**src/rtl/hltc_pkg.sv**
```systemverilog
package hltc_pkg;

    // ********************************************************************
    // Register map (byte addresses, one aligned word each)
    // ********************************************************************
    localparam logic [11:0] HLTC_OFS_CLOCK_SELECT = 12'h000;
    localparam logic [11:0] HLTC_OFS_CONTROL      = 12'h004;
    localparam logic [11:0] HLTC_OFS_HW_LIMIT     = 12'h008;
    localparam logic [11:0] HLTC_OFS_EXT_RESET    = 12'h00c;
    localparam logic [11:0] HLTC_OFS_COUNT        = 12'h010;
    localparam logic [11:0] HLTC_OFS_PERIOD       = 12'h014;

    // ********************************************************************
    // Field positions and reset values
    // ********************************************************************
    localparam int          HLTC_POS_RUN        = 7;
    localparam int          HLTC_POS_PRESCALER_SYNC_ENABLE      = 7;
    localparam int          HLTC_POS_POLARITY   = 6;
    localparam int          HLTC_POS_RUN_SYNC   = 5;
    localparam logic [7:0]  HLTC_RST_REG        = 8'h00;
    localparam logic [7:0]  HLTC_RST_PERIOD     = 8'hff;
    localparam logic [4:0]  HLTC_MODE_ONE_SHOT  = 5'h08;
    localparam logic [3:0]  HLTC_CS_FIRST_RSVD  = 4'hc;
    localparam int          HLTC_NUM_SOURCES    = 12;
    localparam int          HLTC_RUN_SYNC_DEPTH = 2;

    // Control register view
    typedef struct packed {
        logic       run;
        logic [2:0] prescale_select;
        logic [3:0] postscale_select;
    } hltc_control_t;

    // Hardware limit register view
    typedef struct packed {
        logic       prescaler_sync_enable;
        logic       input_clock_polarity;
        logic       run_bit_sync_enable;
        logic [4:0] mode;
    } hltc_hw_limit_t;

    // Clock source codes
    typedef enum logic [3:0] {
        HLTC_CS_INSTR      = 4'h0,
        HLTC_CS_SYSTEM     = 4'h1,
        HLTC_CS_HFINT      = 4'h2,
        HLTC_CS_LFINT      = 4'h3,
        HLTC_CS_ZERO_CROSS = 4'h4,
        HLTC_CS_MFINT      = 4'h5,
        HLTC_CS_PIN        = 4'h6,
        HLTC_CS_LC1        = 4'h7,
        HLTC_CS_LC4        = 4'ha,
        HLTC_CS_ANGULAR    = 4'hb
    } hltc_clock_src_t;

    // Run control states
    typedef enum logic [2:0] {
        HLTC_ST_IDLE  = 3'b001,
        HLTC_ST_ARM   = 3'b010,
        HLTC_ST_COUNT = 3'b100
    } hltc_state_t;

endpackage

```
**src/rtl/hltc_timer.sv**
```systemverilog
// Local design decisions: the placing of the registers and register access over APB.
module hltc_timer
    import hltc_pkg::*;
(
    input  wire logic                        pclk,
    input  wire logic                        presetn,
    input  wire logic                        psel,
    input  wire logic                        penable,
    input  wire logic                        pwrite,
    input  wire logic [11:0]                 paddr,
    input  wire logic [31:0]                 pwdata,
    input  wire logic [3:0]                  pstrb,
    output logic      [31:0]                 prdata,
    output logic                             pready,
    output logic                             pslverr,
    input  wire logic [HLTC_NUM_SOURCES-1:0] clock_sources,
    input  wire logic [15:0]                 ext_reset_sources,
    input  wire logic                        sleep_mode,
    output logic                             ext_reset_active,
    output logic                             postscaled_out,
    output logic [4:0]                       mode_out
);

    // ********************************************************************
    // Register storage
    // ********************************************************************
    logic [3:0]     clock_select_reg;
    hltc_control_t  control_reg;
    hltc_hw_limit_t hw_limit_reg;
    logic [3:0]     ext_reset_select_reg;
    logic [7:0]     period_value_reg;
    logic [7:0]     count_value_reg;
    logic [7:0]     count_shadow_reg;
    logic           hw_clear_run;
    logic           wr_en;
    logic           rd_en;
    logic           addr_ok;

    // APB decode: zero-wait, writes need byte lane 0
    assign wr_en   = psel & penable & pwrite & pstrb[0];
    assign rd_en   = psel & ~pwrite;
    assign addr_ok = (paddr == HLTC_OFS_CLOCK_SELECT) | (paddr == HLTC_OFS_CONTROL) |
                     (paddr == HLTC_OFS_HW_LIMIT) | (paddr == HLTC_OFS_EXT_RESET) |
                     (paddr == HLTC_OFS_COUNT) | (paddr == HLTC_OFS_PERIOD);

    // Software writable configuration
    always_ff @(posedge pclk or negedge presetn) begin
        if (!presetn) begin
            clock_select_reg     <= 4'h0;
            hw_limit_reg         <= HLTC_RST_REG;
            ext_reset_select_reg <= 4'h0;
            period_value_reg     <= HLTC_RST_PERIOD;
        end else if (wr_en) begin
            case (paddr)
                HLTC_OFS_CLOCK_SELECT: clock_select_reg     <= pwdata[3:0];
                HLTC_OFS_HW_LIMIT:     hw_limit_reg         <= pwdata[7:0];
                HLTC_OFS_EXT_RESET:    ext_reset_select_reg <= pwdata[3:0];
                HLTC_OFS_PERIOD:       period_value_reg     <= pwdata[7:0];
                default: begin
                end
            endcase
        end
    end

    // Control register; hardware clear of run wins only when the control register is not written
    always_ff @(posedge pclk or negedge presetn) begin
        if (!presetn) begin
            control_reg <= HLTC_RST_REG;
        end else if (wr_en && paddr == HLTC_OFS_CONTROL) begin
            control_reg <= pwdata[7:0];
        end else if (hw_clear_run) begin
            control_reg.run <= 1'b0;
        end
    end

    // Read mux, unmapped reads zero with error
    always_ff @(posedge pclk or negedge presetn) begin
        if (!presetn) begin
            prdata  <= 32'h0000_0000;
            pready  <= 1'b0;
            pslverr <= 1'b0;
        end else begin
            pready  <= psel & ~penable;
            pslverr <= psel & ~penable & ~addr_ok;
            prdata  <= 32'h0000_0000;
            if (rd_en && !penable) begin
                case (paddr)
                    HLTC_OFS_CLOCK_SELECT: prdata <= {28'h0, clock_select_reg};
                    HLTC_OFS_CONTROL:      prdata <= {24'h0, control_reg};
                    HLTC_OFS_HW_LIMIT:     prdata <= {24'h0, hw_limit_reg};
                    HLTC_OFS_EXT_RESET:    prdata <= {28'h0, ext_reset_select_reg};
                    HLTC_OFS_COUNT:        prdata <= {24'h0, count_shadow_reg};
                    HLTC_OFS_PERIOD:       prdata <= {24'h0, period_value_reg};
                    default:               prdata <= 32'h0000_0000;
                endcase
            end
        end
    end

    // ********************************************************************
    // Input clock selection and edge detection
    // ********************************************************************
    logic [HLTC_NUM_SOURCES-1:0] src_s1;
    logic [HLTC_NUM_SOURCES-1:0] src_s2;
    logic [HLTC_NUM_SOURCES-1:0] src_s3;
    logic [15:0]                 ers_s1;
    logic [15:0]                 ers_s2;
    logic [15:0]                 ers_s3;
    logic                        sel_level;
    logic                        sel_prev;
    logic                        clk_edge;
    logic                        instr_phase_reg;
    logic [1:0]                  instr_div_reg;

    // Three-stage synchronisers for every external clock source
    always_ff @(posedge pclk or negedge presetn) begin
        if (!presetn) begin
            src_s1 <= '0;
            src_s2 <= '0;
            src_s3 <= '0;
            ers_s1 <= '0;
            ers_s2 <= '0;
            ers_s3 <= '0;
        end else begin
            src_s1 <= clock_sources;
            src_s2 <= src_s1;
            src_s3 <= src_s2;
            ers_s1 <= ext_reset_sources;
            ers_s2 <= ers_s1;
            ers_s3 <= ers_s2;
        end
    end

    // Instruction clock: one pulse every four system clocks
    always_ff @(posedge pclk or negedge presetn) begin
        if (!presetn) begin
            instr_div_reg   <= 2'h0;
            instr_phase_reg <= 1'b0;
        end else begin
            instr_div_reg   <= instr_div_reg + 2'h1;
            instr_phase_reg <= (instr_div_reg == 2'h3);
        end
    end

    // Source mux; a change counts when stages two and three differ
    always_comb begin
        sel_level = 1'b0;
        sel_prev  = 1'b0;
        if (clock_select_reg < HLTC_CS_FIRST_RSVD) begin
            sel_level = src_s2[clock_select_reg];
            sel_prev  = src_s3[clock_select_reg];
        end
    end

    // Edge chosen by polarity; instruction and system clocks are internal
    always_comb begin
        case (clock_select_reg)
            HLTC_CS_INSTR:  clk_edge = instr_phase_reg;
            HLTC_CS_SYSTEM: clk_edge = 1'b1;
            default: begin
                if (hw_limit_reg.input_clock_polarity) begin
                    clk_edge = sel_prev & ~sel_level;
                end else begin
                    clk_edge = ~sel_prev & sel_level;
                end
            end
        endcase
    end

    // ********************************************************************
    // Prescaler and run control
    // ********************************************************************
    logic [6:0]  presc_cnt_reg;
    logic        presc_tick;
    logic        tick;
    logic        presc_hold_reg;
    logic [HLTC_RUN_SYNC_DEPTH-1:0] run_pipe_reg;
    logic        run_eff;
    hltc_state_t state_reg;

    // Divide by two to the prescale code
    assign presc_tick = clk_edge &&
        ((presc_cnt_reg & ((7'h01 << control_reg.prescale_select) - 7'h01)) ==
         ((7'h01 << control_reg.prescale_select) - 7'h01));

    always_ff @(posedge pclk or negedge presetn) begin
        if (!presetn) begin
            presc_cnt_reg <= 7'h00;
        end else if (!control_reg.run) begin
            presc_cnt_reg <= 7'h00;
        end else if (clk_edge) begin
            presc_cnt_reg <= presc_cnt_reg + 7'h01;
        end
    end

    // Synchronised prescaler output waits for an instruction phase
    always_ff @(posedge pclk or negedge presetn) begin
        if (!presetn) begin
            presc_hold_reg <= 1'b0;
        end else if (!control_reg.run || !hw_limit_reg.prescaler_sync_enable) begin
            presc_hold_reg <= 1'b0;
        end else if (presc_tick) begin
            presc_hold_reg <= 1'b1;
        end else if (instr_phase_reg) begin
            presc_hold_reg <= 1'b0;
        end
    end

    assign tick = hw_limit_reg.prescaler_sync_enable ?
                  ((presc_hold_reg | presc_tick) & instr_phase_reg & ~sleep_mode)
                  : presc_tick;

    // Run bit delayed by input clocks when run sync is on
    always_ff @(posedge pclk or negedge presetn) begin
        if (!presetn) begin
            run_pipe_reg <= '0;
        end else if (!control_reg.run) begin
            run_pipe_reg <= '0;
        end else if (clk_edge) begin
            run_pipe_reg <= {run_pipe_reg[HLTC_RUN_SYNC_DEPTH-2:0], 1'b1};
        end
    end

    // Stopping is never delayed, so no count slips in after run clears
    assign run_eff = control_reg.run &&
                     (!hw_limit_reg.run_bit_sync_enable ||
                      run_pipe_reg[HLTC_RUN_SYNC_DEPTH-1]);

    // Run state tracking
    always_ff @(posedge pclk or negedge presetn) begin
        if (!presetn) begin
            state_reg <= HLTC_ST_IDLE;
        end else begin
            case (state_reg)
                HLTC_ST_IDLE:  state_reg <= control_reg.run ? HLTC_ST_ARM : HLTC_ST_IDLE;
                HLTC_ST_ARM:   state_reg <= !control_reg.run ? HLTC_ST_IDLE :
                                            run_eff ? HLTC_ST_COUNT : HLTC_ST_ARM;
                HLTC_ST_COUNT: state_reg <= control_reg.run ? HLTC_ST_COUNT : HLTC_ST_IDLE;
                default:       state_reg <= HLTC_ST_IDLE;
            endcase
        end
    end

    // ********************************************************************
    // Counter, postscaler, outputs
    // ********************************************************************
    logic       match;
    logic       count_en;
    logic [3:0] post_cnt_reg;

    // Counting needs the run state, the effective run bit and a tick
    assign count_en     = (state_reg == HLTC_ST_COUNT) && run_eff && tick;
    assign match        = (count_value_reg == period_value_reg);
    assign hw_clear_run = count_en && match &&
                          (hw_limit_reg.mode == HLTC_MODE_ONE_SHOT);

    // Count advances on ticks, cleared on period match, held when stopped
    always_ff @(posedge pclk or negedge presetn) begin
        if (!presetn) begin
            count_value_reg <= 8'h00;
        end else if (count_en) begin
            if (match) begin
                count_value_reg <= 8'h00;
            end else begin
                count_value_reg <= count_value_reg + 8'h01;
            end
        end
    end

    // Settled copy for software reads when prescaler sync is on
    always_ff @(posedge pclk or negedge presetn) begin
        if (!presetn) begin
            count_shadow_reg <= 8'h00;
        end else if (!hw_limit_reg.prescaler_sync_enable || instr_phase_reg) begin
            count_shadow_reg <= count_value_reg;
        end
    end

    // Postscaler over period matches
    always_ff @(posedge pclk or negedge presetn) begin
        if (!presetn) begin
            post_cnt_reg   <= 4'h0;
            postscaled_out <= 1'b0;
        end else if (!control_reg.run) begin
            post_cnt_reg   <= 4'h0;
            postscaled_out <= 1'b0;
        end else begin
            postscaled_out <= 1'b0;
            if (count_en && match) begin
                if (post_cnt_reg == control_reg.postscale_select) begin
                    post_cnt_reg   <= 4'h0;
                    postscaled_out <= 1'b1;
                end else begin
                    post_cnt_reg <= post_cnt_reg + 4'h1;
                end
            end
        end
    end

    // Selected external reset and mode to the mode logic
    always_ff @(posedge pclk or negedge presetn) begin
        if (!presetn) begin
            ext_reset_active <= 1'b0;
            mode_out         <= 5'h00;
        end else begin
            if (ers_s2[ext_reset_select_reg] == ers_s3[ext_reset_select_reg]) begin
                ext_reset_active <= ers_s3[ext_reset_select_reg];
            end
            mode_out         <= hw_limit_reg.mode;
        end
    end

    // ********************************************************************
    // Checks
    // ********************************************************************
    a_stop_holds_count: assert property (@(posedge pclk) disable iff (!presetn)
        !control_reg.run && !$past(control_reg.run) |-> $stable(count_value_reg))
        else $error("count moved while stopped");
    a_match_clears: assert property (@(posedge pclk) disable iff (!presetn)
        count_en && match |=> count_value_reg == 8'h00)
        else $error("match did not clear count");
    a_one_shot_run: assert property (@(posedge pclk) disable iff (!presetn)
        hw_clear_run && !wr_en |=> !control_reg.run)
        else $error("one-shot left run set");
    a_off_resets: assert property (@(posedge pclk) disable iff (!presetn)
        !control_reg.run |=> presc_cnt_reg == 7'h00 && post_cnt_reg == 4'h0)
        else $error("prescaler not held off");
    a_sync_delay: assert property (@(posedge pclk) disable iff (!presetn)
        hw_limit_reg.run_bit_sync_enable && $rose(control_reg.run) |-> !run_eff [*2])
        else $error("run sync started early");
    a_sleep_halts: assert property (@(posedge pclk) disable iff (!presetn)
        hw_limit_reg.prescaler_sync_enable && sleep_mode |-> !tick)
        else $error("ticked in sleep");
    a_upper_zero: assert property (@(posedge pclk) disable iff (!presetn)
        $past(rd_en && !penable && paddr == HLTC_OFS_CLOCK_SELECT) |-> prdata[31:4] == 28'h0)
        else $error("upper bits not zero");
    a_presc_one: assert property (@(posedge pclk) disable iff (!presetn)
        control_reg.prescale_select == 3'h0 && control_reg.run |-> presc_tick == clk_edge)
        else $error("1:1 prescale broken");
    a_post_pulse: assert property (@(posedge pclk) disable iff (!presetn)
        postscaled_out |-> $past(count_en && match))
        else $error("postscale pulse without match");
    a_prescaler_sync_enable_phase: assert property (@(posedge pclk) disable iff (!presetn)
        hw_limit_reg.prescaler_sync_enable && tick |-> instr_phase_reg)
        else $error("synced tick off instruction phase");

    c_one_shot: cover property (@(posedge pclk) disable iff (!presetn) hw_clear_run);
    c_post_out: cover property (@(posedge pclk) disable iff (!presetn) postscaled_out);
    c_sync_run: cover property (@(posedge pclk) disable iff (!presetn)
        hw_limit_reg.run_bit_sync_enable && state_reg == HLTC_ST_COUNT);
    c_pin_edge: cover property (@(posedge pclk) disable iff (!presetn)
        clk_edge && clock_select_reg == HLTC_CS_PIN);
    c_sleep_hold: cover property (@(posedge pclk) disable iff (!presetn)
        hw_limit_reg.prescaler_sync_enable && sleep_mode && control_reg.run);

endmodule

```
**config.mk**
```make
export PLATFORM = sky130hd
export DESIGN_NAME = hltc_timer
export DESIGN_NICKNAME = d
export VERILOG_FILES = /design/src/rtl/hltc_pkg.sv /design/src/rtl/hltc_timer.sv
export SDC_FILE = /design/constraint.sdc
export NUM_CORES = 1
export LEC_CHECK = 0
export BUFFER_PORTS_ARGS = -buffer_cell sky130_fd_sc_hd__buf_2
export CORE_ASPECT_RATIO = 1.5
export CORE_MARGIN = 10
export CORE_UTILIZATION = 58
export CTS_BUF_LIST = sky130_fd_sc_hd__clkbuf_4 sky130_fd_sc_hd__clkbuf_8
export DETAILED_ROUTE_END_ITERATION = 12
export PLACE_DENSITY = 0.84
export REMOVE_ABC_BUFFERS = 1
export SETUP_SLACK_MARGIN = 0.5
export SLEW_MARGIN = 25
export SYNTH_ARGS = -nofsm -noshare
export SYNTH_HDL_FRONTEND = slang
export SYNTH_SLANG_ARGS = --single-unit
```
**constraint.sdc**
```tcl
create_clock -name pclk -period 3.2 [get_ports pclk]
set_input_delay 0.32 -clock pclk [delete_from_list [all_inputs] [get_ports pclk]]
set_output_delay 0.32 -clock pclk [all_outputs]
set_load 0.03 [all_outputs]
```
==> key figures <==
Pwr
  • Static Leak: roughly 3.7 nW
  • Peak supply drop: just under 0.5 mV
  • P_int: 3.18 mW
  • Sequential power share: 0.543
  • Switching power: approximately 1.2 mW
  • Pwr per Cell Area: 548 nW/um2
  • Clock power share: 0.354
  • Sw Share: 0.276
  • Combinational fraction of design power: 0.103

Synth
  • Count leader, synth: dfrtp_1
  • Cell Area, Synth: just under 7000 um2
  • Seq/Total Area, Yosys: 0.614
  • Post-synth EDFFs: 0
  • Synth Register Bits: 169
  • Gate Count Post-Synth: approximately 500
  • Most used DFF post-synth: dfrtp_1
  • Syn_area_per_cell: approximately 14 um2
  • Most instantiated cells after synthesis: dfrtp_1 (160), mux2_2 (45), buf_4 (26)
  • Area leader, netlist: dfrtp_1
  • Post-synth top area share: 0.580
  • Top cells by area, synth: dfrtp_1 (58%), mux2_2 (7.3%), dfstp_2 (3.4%), mux4_2 (3.3%), buf_4 (2.8%)
  • Post-synth ARST share: 1.00
  • YS warnings: 0
  • Count of cell types in the netlist: 65

Drt
  • Drt initial violations: 261
  • # DRC: 0
  • WL/cell: around 19 um
  • Routed via count: ~4500
  • DRT Pass-1 Iters: 5
  • Antenna-violating nets left: 0
  • Detailed-route vias per instance: 5.72
  • DRT Wirelength: between 10000 and 15000 um

Timing
  • Max frequency: around 0.37 GHz
  • Fin Clk Skew: around 0.0088 ns
  • Final setup viols: 0
  • Pins Over Slew Limit: 0
  • Max-slew headroom: 0.400
  • Worst-Margin Slew: 0.892 ns
  • Fin Setup TNS: 0 ns
  • RSZ-0062 raised after global routing: yes
  • Tcrit/Tclk final: 0.844
  • Minimum clock period: 2.70 ns
  • Fin. Hold Viols: 0

Clock network
  • Clk buf depth: 2
  • Worst-skew pair later-pin latency: 0.45 ns
  • CTS tree: built
  • Clk sinks: 169
  • Clk slew on worst S/H paths: 0.09 ns
  • CTS Root Buffer Type: clkbuf_8
  • CTS buffer count: 17
  • H-tree levels: 4

Finish
  • Fin nets: between 700 and 800
  • Finished Layout Cells: between 700 and 800
  • Final Core Density: 0.692
  • Layout cells sized above 1: 0.311
  • Largest registers: ers_s1 x16, ers_s2 x16, ers_s3 x16
  • Area grow syn2layout: 16.2%

Global routing
  • Vias in the first global route: 4770
  • Largest net degree at the start of global routing: 101
  • Remaining Overflow, GRT: 0
  • Initial antenna violation count: 2
  • First-pass GRT wire length: between 20000 and 25000 um
  • Gr usage total: 0.184

Worst setup path
  • Crit path depth: 9
  • Setup CP Type: flop to flop
  • Max incr delay on CP: between 0.4 and 0.5 ns
  • CP arrival: 3.04 ns
  • CP Max Fanout: 11
  • Required time of the critical path: 3.54 ns
  • Max stage delay cell, worst path: dfrtp_2
  • Largest delay share family, worst path: compound AO/OA/AOI/OAI gates
  • R2R depth: 9
  • Startpoint Class: flop
  • Buf/Inv on CP: 2
  • Crit path cell chain: buf_2 > mux2i_1 > a32o_1 > a311oi_2 > a211o_2 > nand4_1 > buf_6 > and2_1 > o32ai_1
  • Critical Path Sink Type: flop

Floorplan
  • Top Ports: 123
  • DIE AREA: 16800 um2
  • Chip Width: 109 um
  • Row cnt: 48
  • Die height: around 150 um
  • Core Region: ~12000 um2
  • Initial Util: 0.596

Worst hold path
  • Hold Path Depth: 2
  • Hold crit path type: input port to flop

Status
  • Status: completed

Placed design
  • I/O Buffers: 71
  • Placed cells: approximately 700
  • Final HPWL DP: 10300 um
  • GPL Wtd Cong: approximately 0.9

Flow run
  • Maxcap violations: 0
[metrics by stage]
stage | instance area [um2] | power, mW | worst slack [ns] | hold WS [ns]
2_1_floorplan | 6640 | 2.66 | 0.530 | 0.0244
3_3_place_gp | 7260 | 2.80 | 0.421 | 0.332
3_5_place_dp | 7260 | 2.84 | 0.346 | 0.335
4_1_cts | 7970 | 4.41 | 0.517 | 0.0535
5_1_grt | 8020 | 4.60 | 0.399 | 0.0482
6_report | 8020 | 4.40 | 0.498 | 0.0732
[worst paths after layout]
check,from,endpoint,slack [ns]
min in group asynchronous,presetn,post_cnt_reg[2],0.49
max reg2reg,clock_select_reg[0],post_cnt_reg[3],0.50
max,clock_select_reg[0],post_cnt_reg[3],0.50
min reg2reg,src_s1[1],src_s2[1],0.35
max in group asynchronous,presetn,hw_limit_reg[1],1.74
min,penable,pready,0.07
[worst reg2reg max path, cell delays in order (launching register included)]
cell and delay (ns):
dfrtp_2 0.47, buf_2 0.19, mux2i_1 0.13, a32o_1 0.22, a311oi_2 0.36, a211o_2 0.28
nand4_1 0.24, buf_6 0.23, and2_1 0.18, o32ai_1 0.30
[layer usage]
metal | up-vias | wire (um) | GRT usage
met5 | - | 7 | 0
met1 | 2241 | 5280 | 0.201
met2 | 179 | 7930 | 0.314
li1 | 2010 | - | -
met3 | 38 | 1060 | 0.0573
met4 | 2 | 441 | 0.0851
[layout make-up]
class,instances,area (um2)
flip-flops and latches,169,4240
well taps,150,188
clock inverters,15,180
repair buffers,116,773
inverters,11,41.3
multi-input cells,302,2360
clock buffers,17,234
diodes,1,2.50
fillers,786,3570
[kinds of logic (layout without fill, tap and decap cells)]
| family | after synthesis | after routing | synth area share |
|---|---|---|---|
| flip-flops | 169 | 169 | 0.614 |
| AND/OR/NAND/NOR | 118 | 118 | 0.0984 |
| AO/OA/AOI/OAI | 71 | 71 | 0.0759 |
| multiplexers | 69 | 69 | 0.126 |
| buffers and inverters | 60 | 159 | 0.0567 |
| XOR/XNOR | 15 | 15 | 0.0190 |
| adder cells (fa/ha/maj) | 5 | 5 | 0.00870 |
| other | 1 | 25 | 0.000543 |
[power groups by stage]
stage               Combinational (mW)  Clock, mW  Sequential [mW]
floorplan                        0.267          0             2.40
finish                           0.454       1.56             2.39
detailed placement               0.420          0             2.43
CTS                              0.448       1.58             2.38
global placement                 0.390          0             2.41
global route                     0.513       1.68             2.41
[layout by cell type, fill, tap and decap left out, types with 13 or more instances in the layout]
master         synthesis  routed
a21oi_1               21      21
buf_2                  4      71
buf_4                 26      14
clkbuf_8               4      17
conb_1                 1      24
dfrtp_1              160     158
dlygate4sd3_1          0      29
mux2_2                45      45
mux2i_1               14      14
nand2_1               19      19
nand3_1               13      13
nor2_1                13      13
[repair_timing]
action | CTS | global route
pin swaps | 1 | 3
setup endpoints to repair | 8 | 8
hold buffers | 29 | 0
hold endpoints to repair | 79 | 0
gates resized for setup | 1 | 3
buffers inserted | 1 | 6
Power figures use the tool's default switching activity.
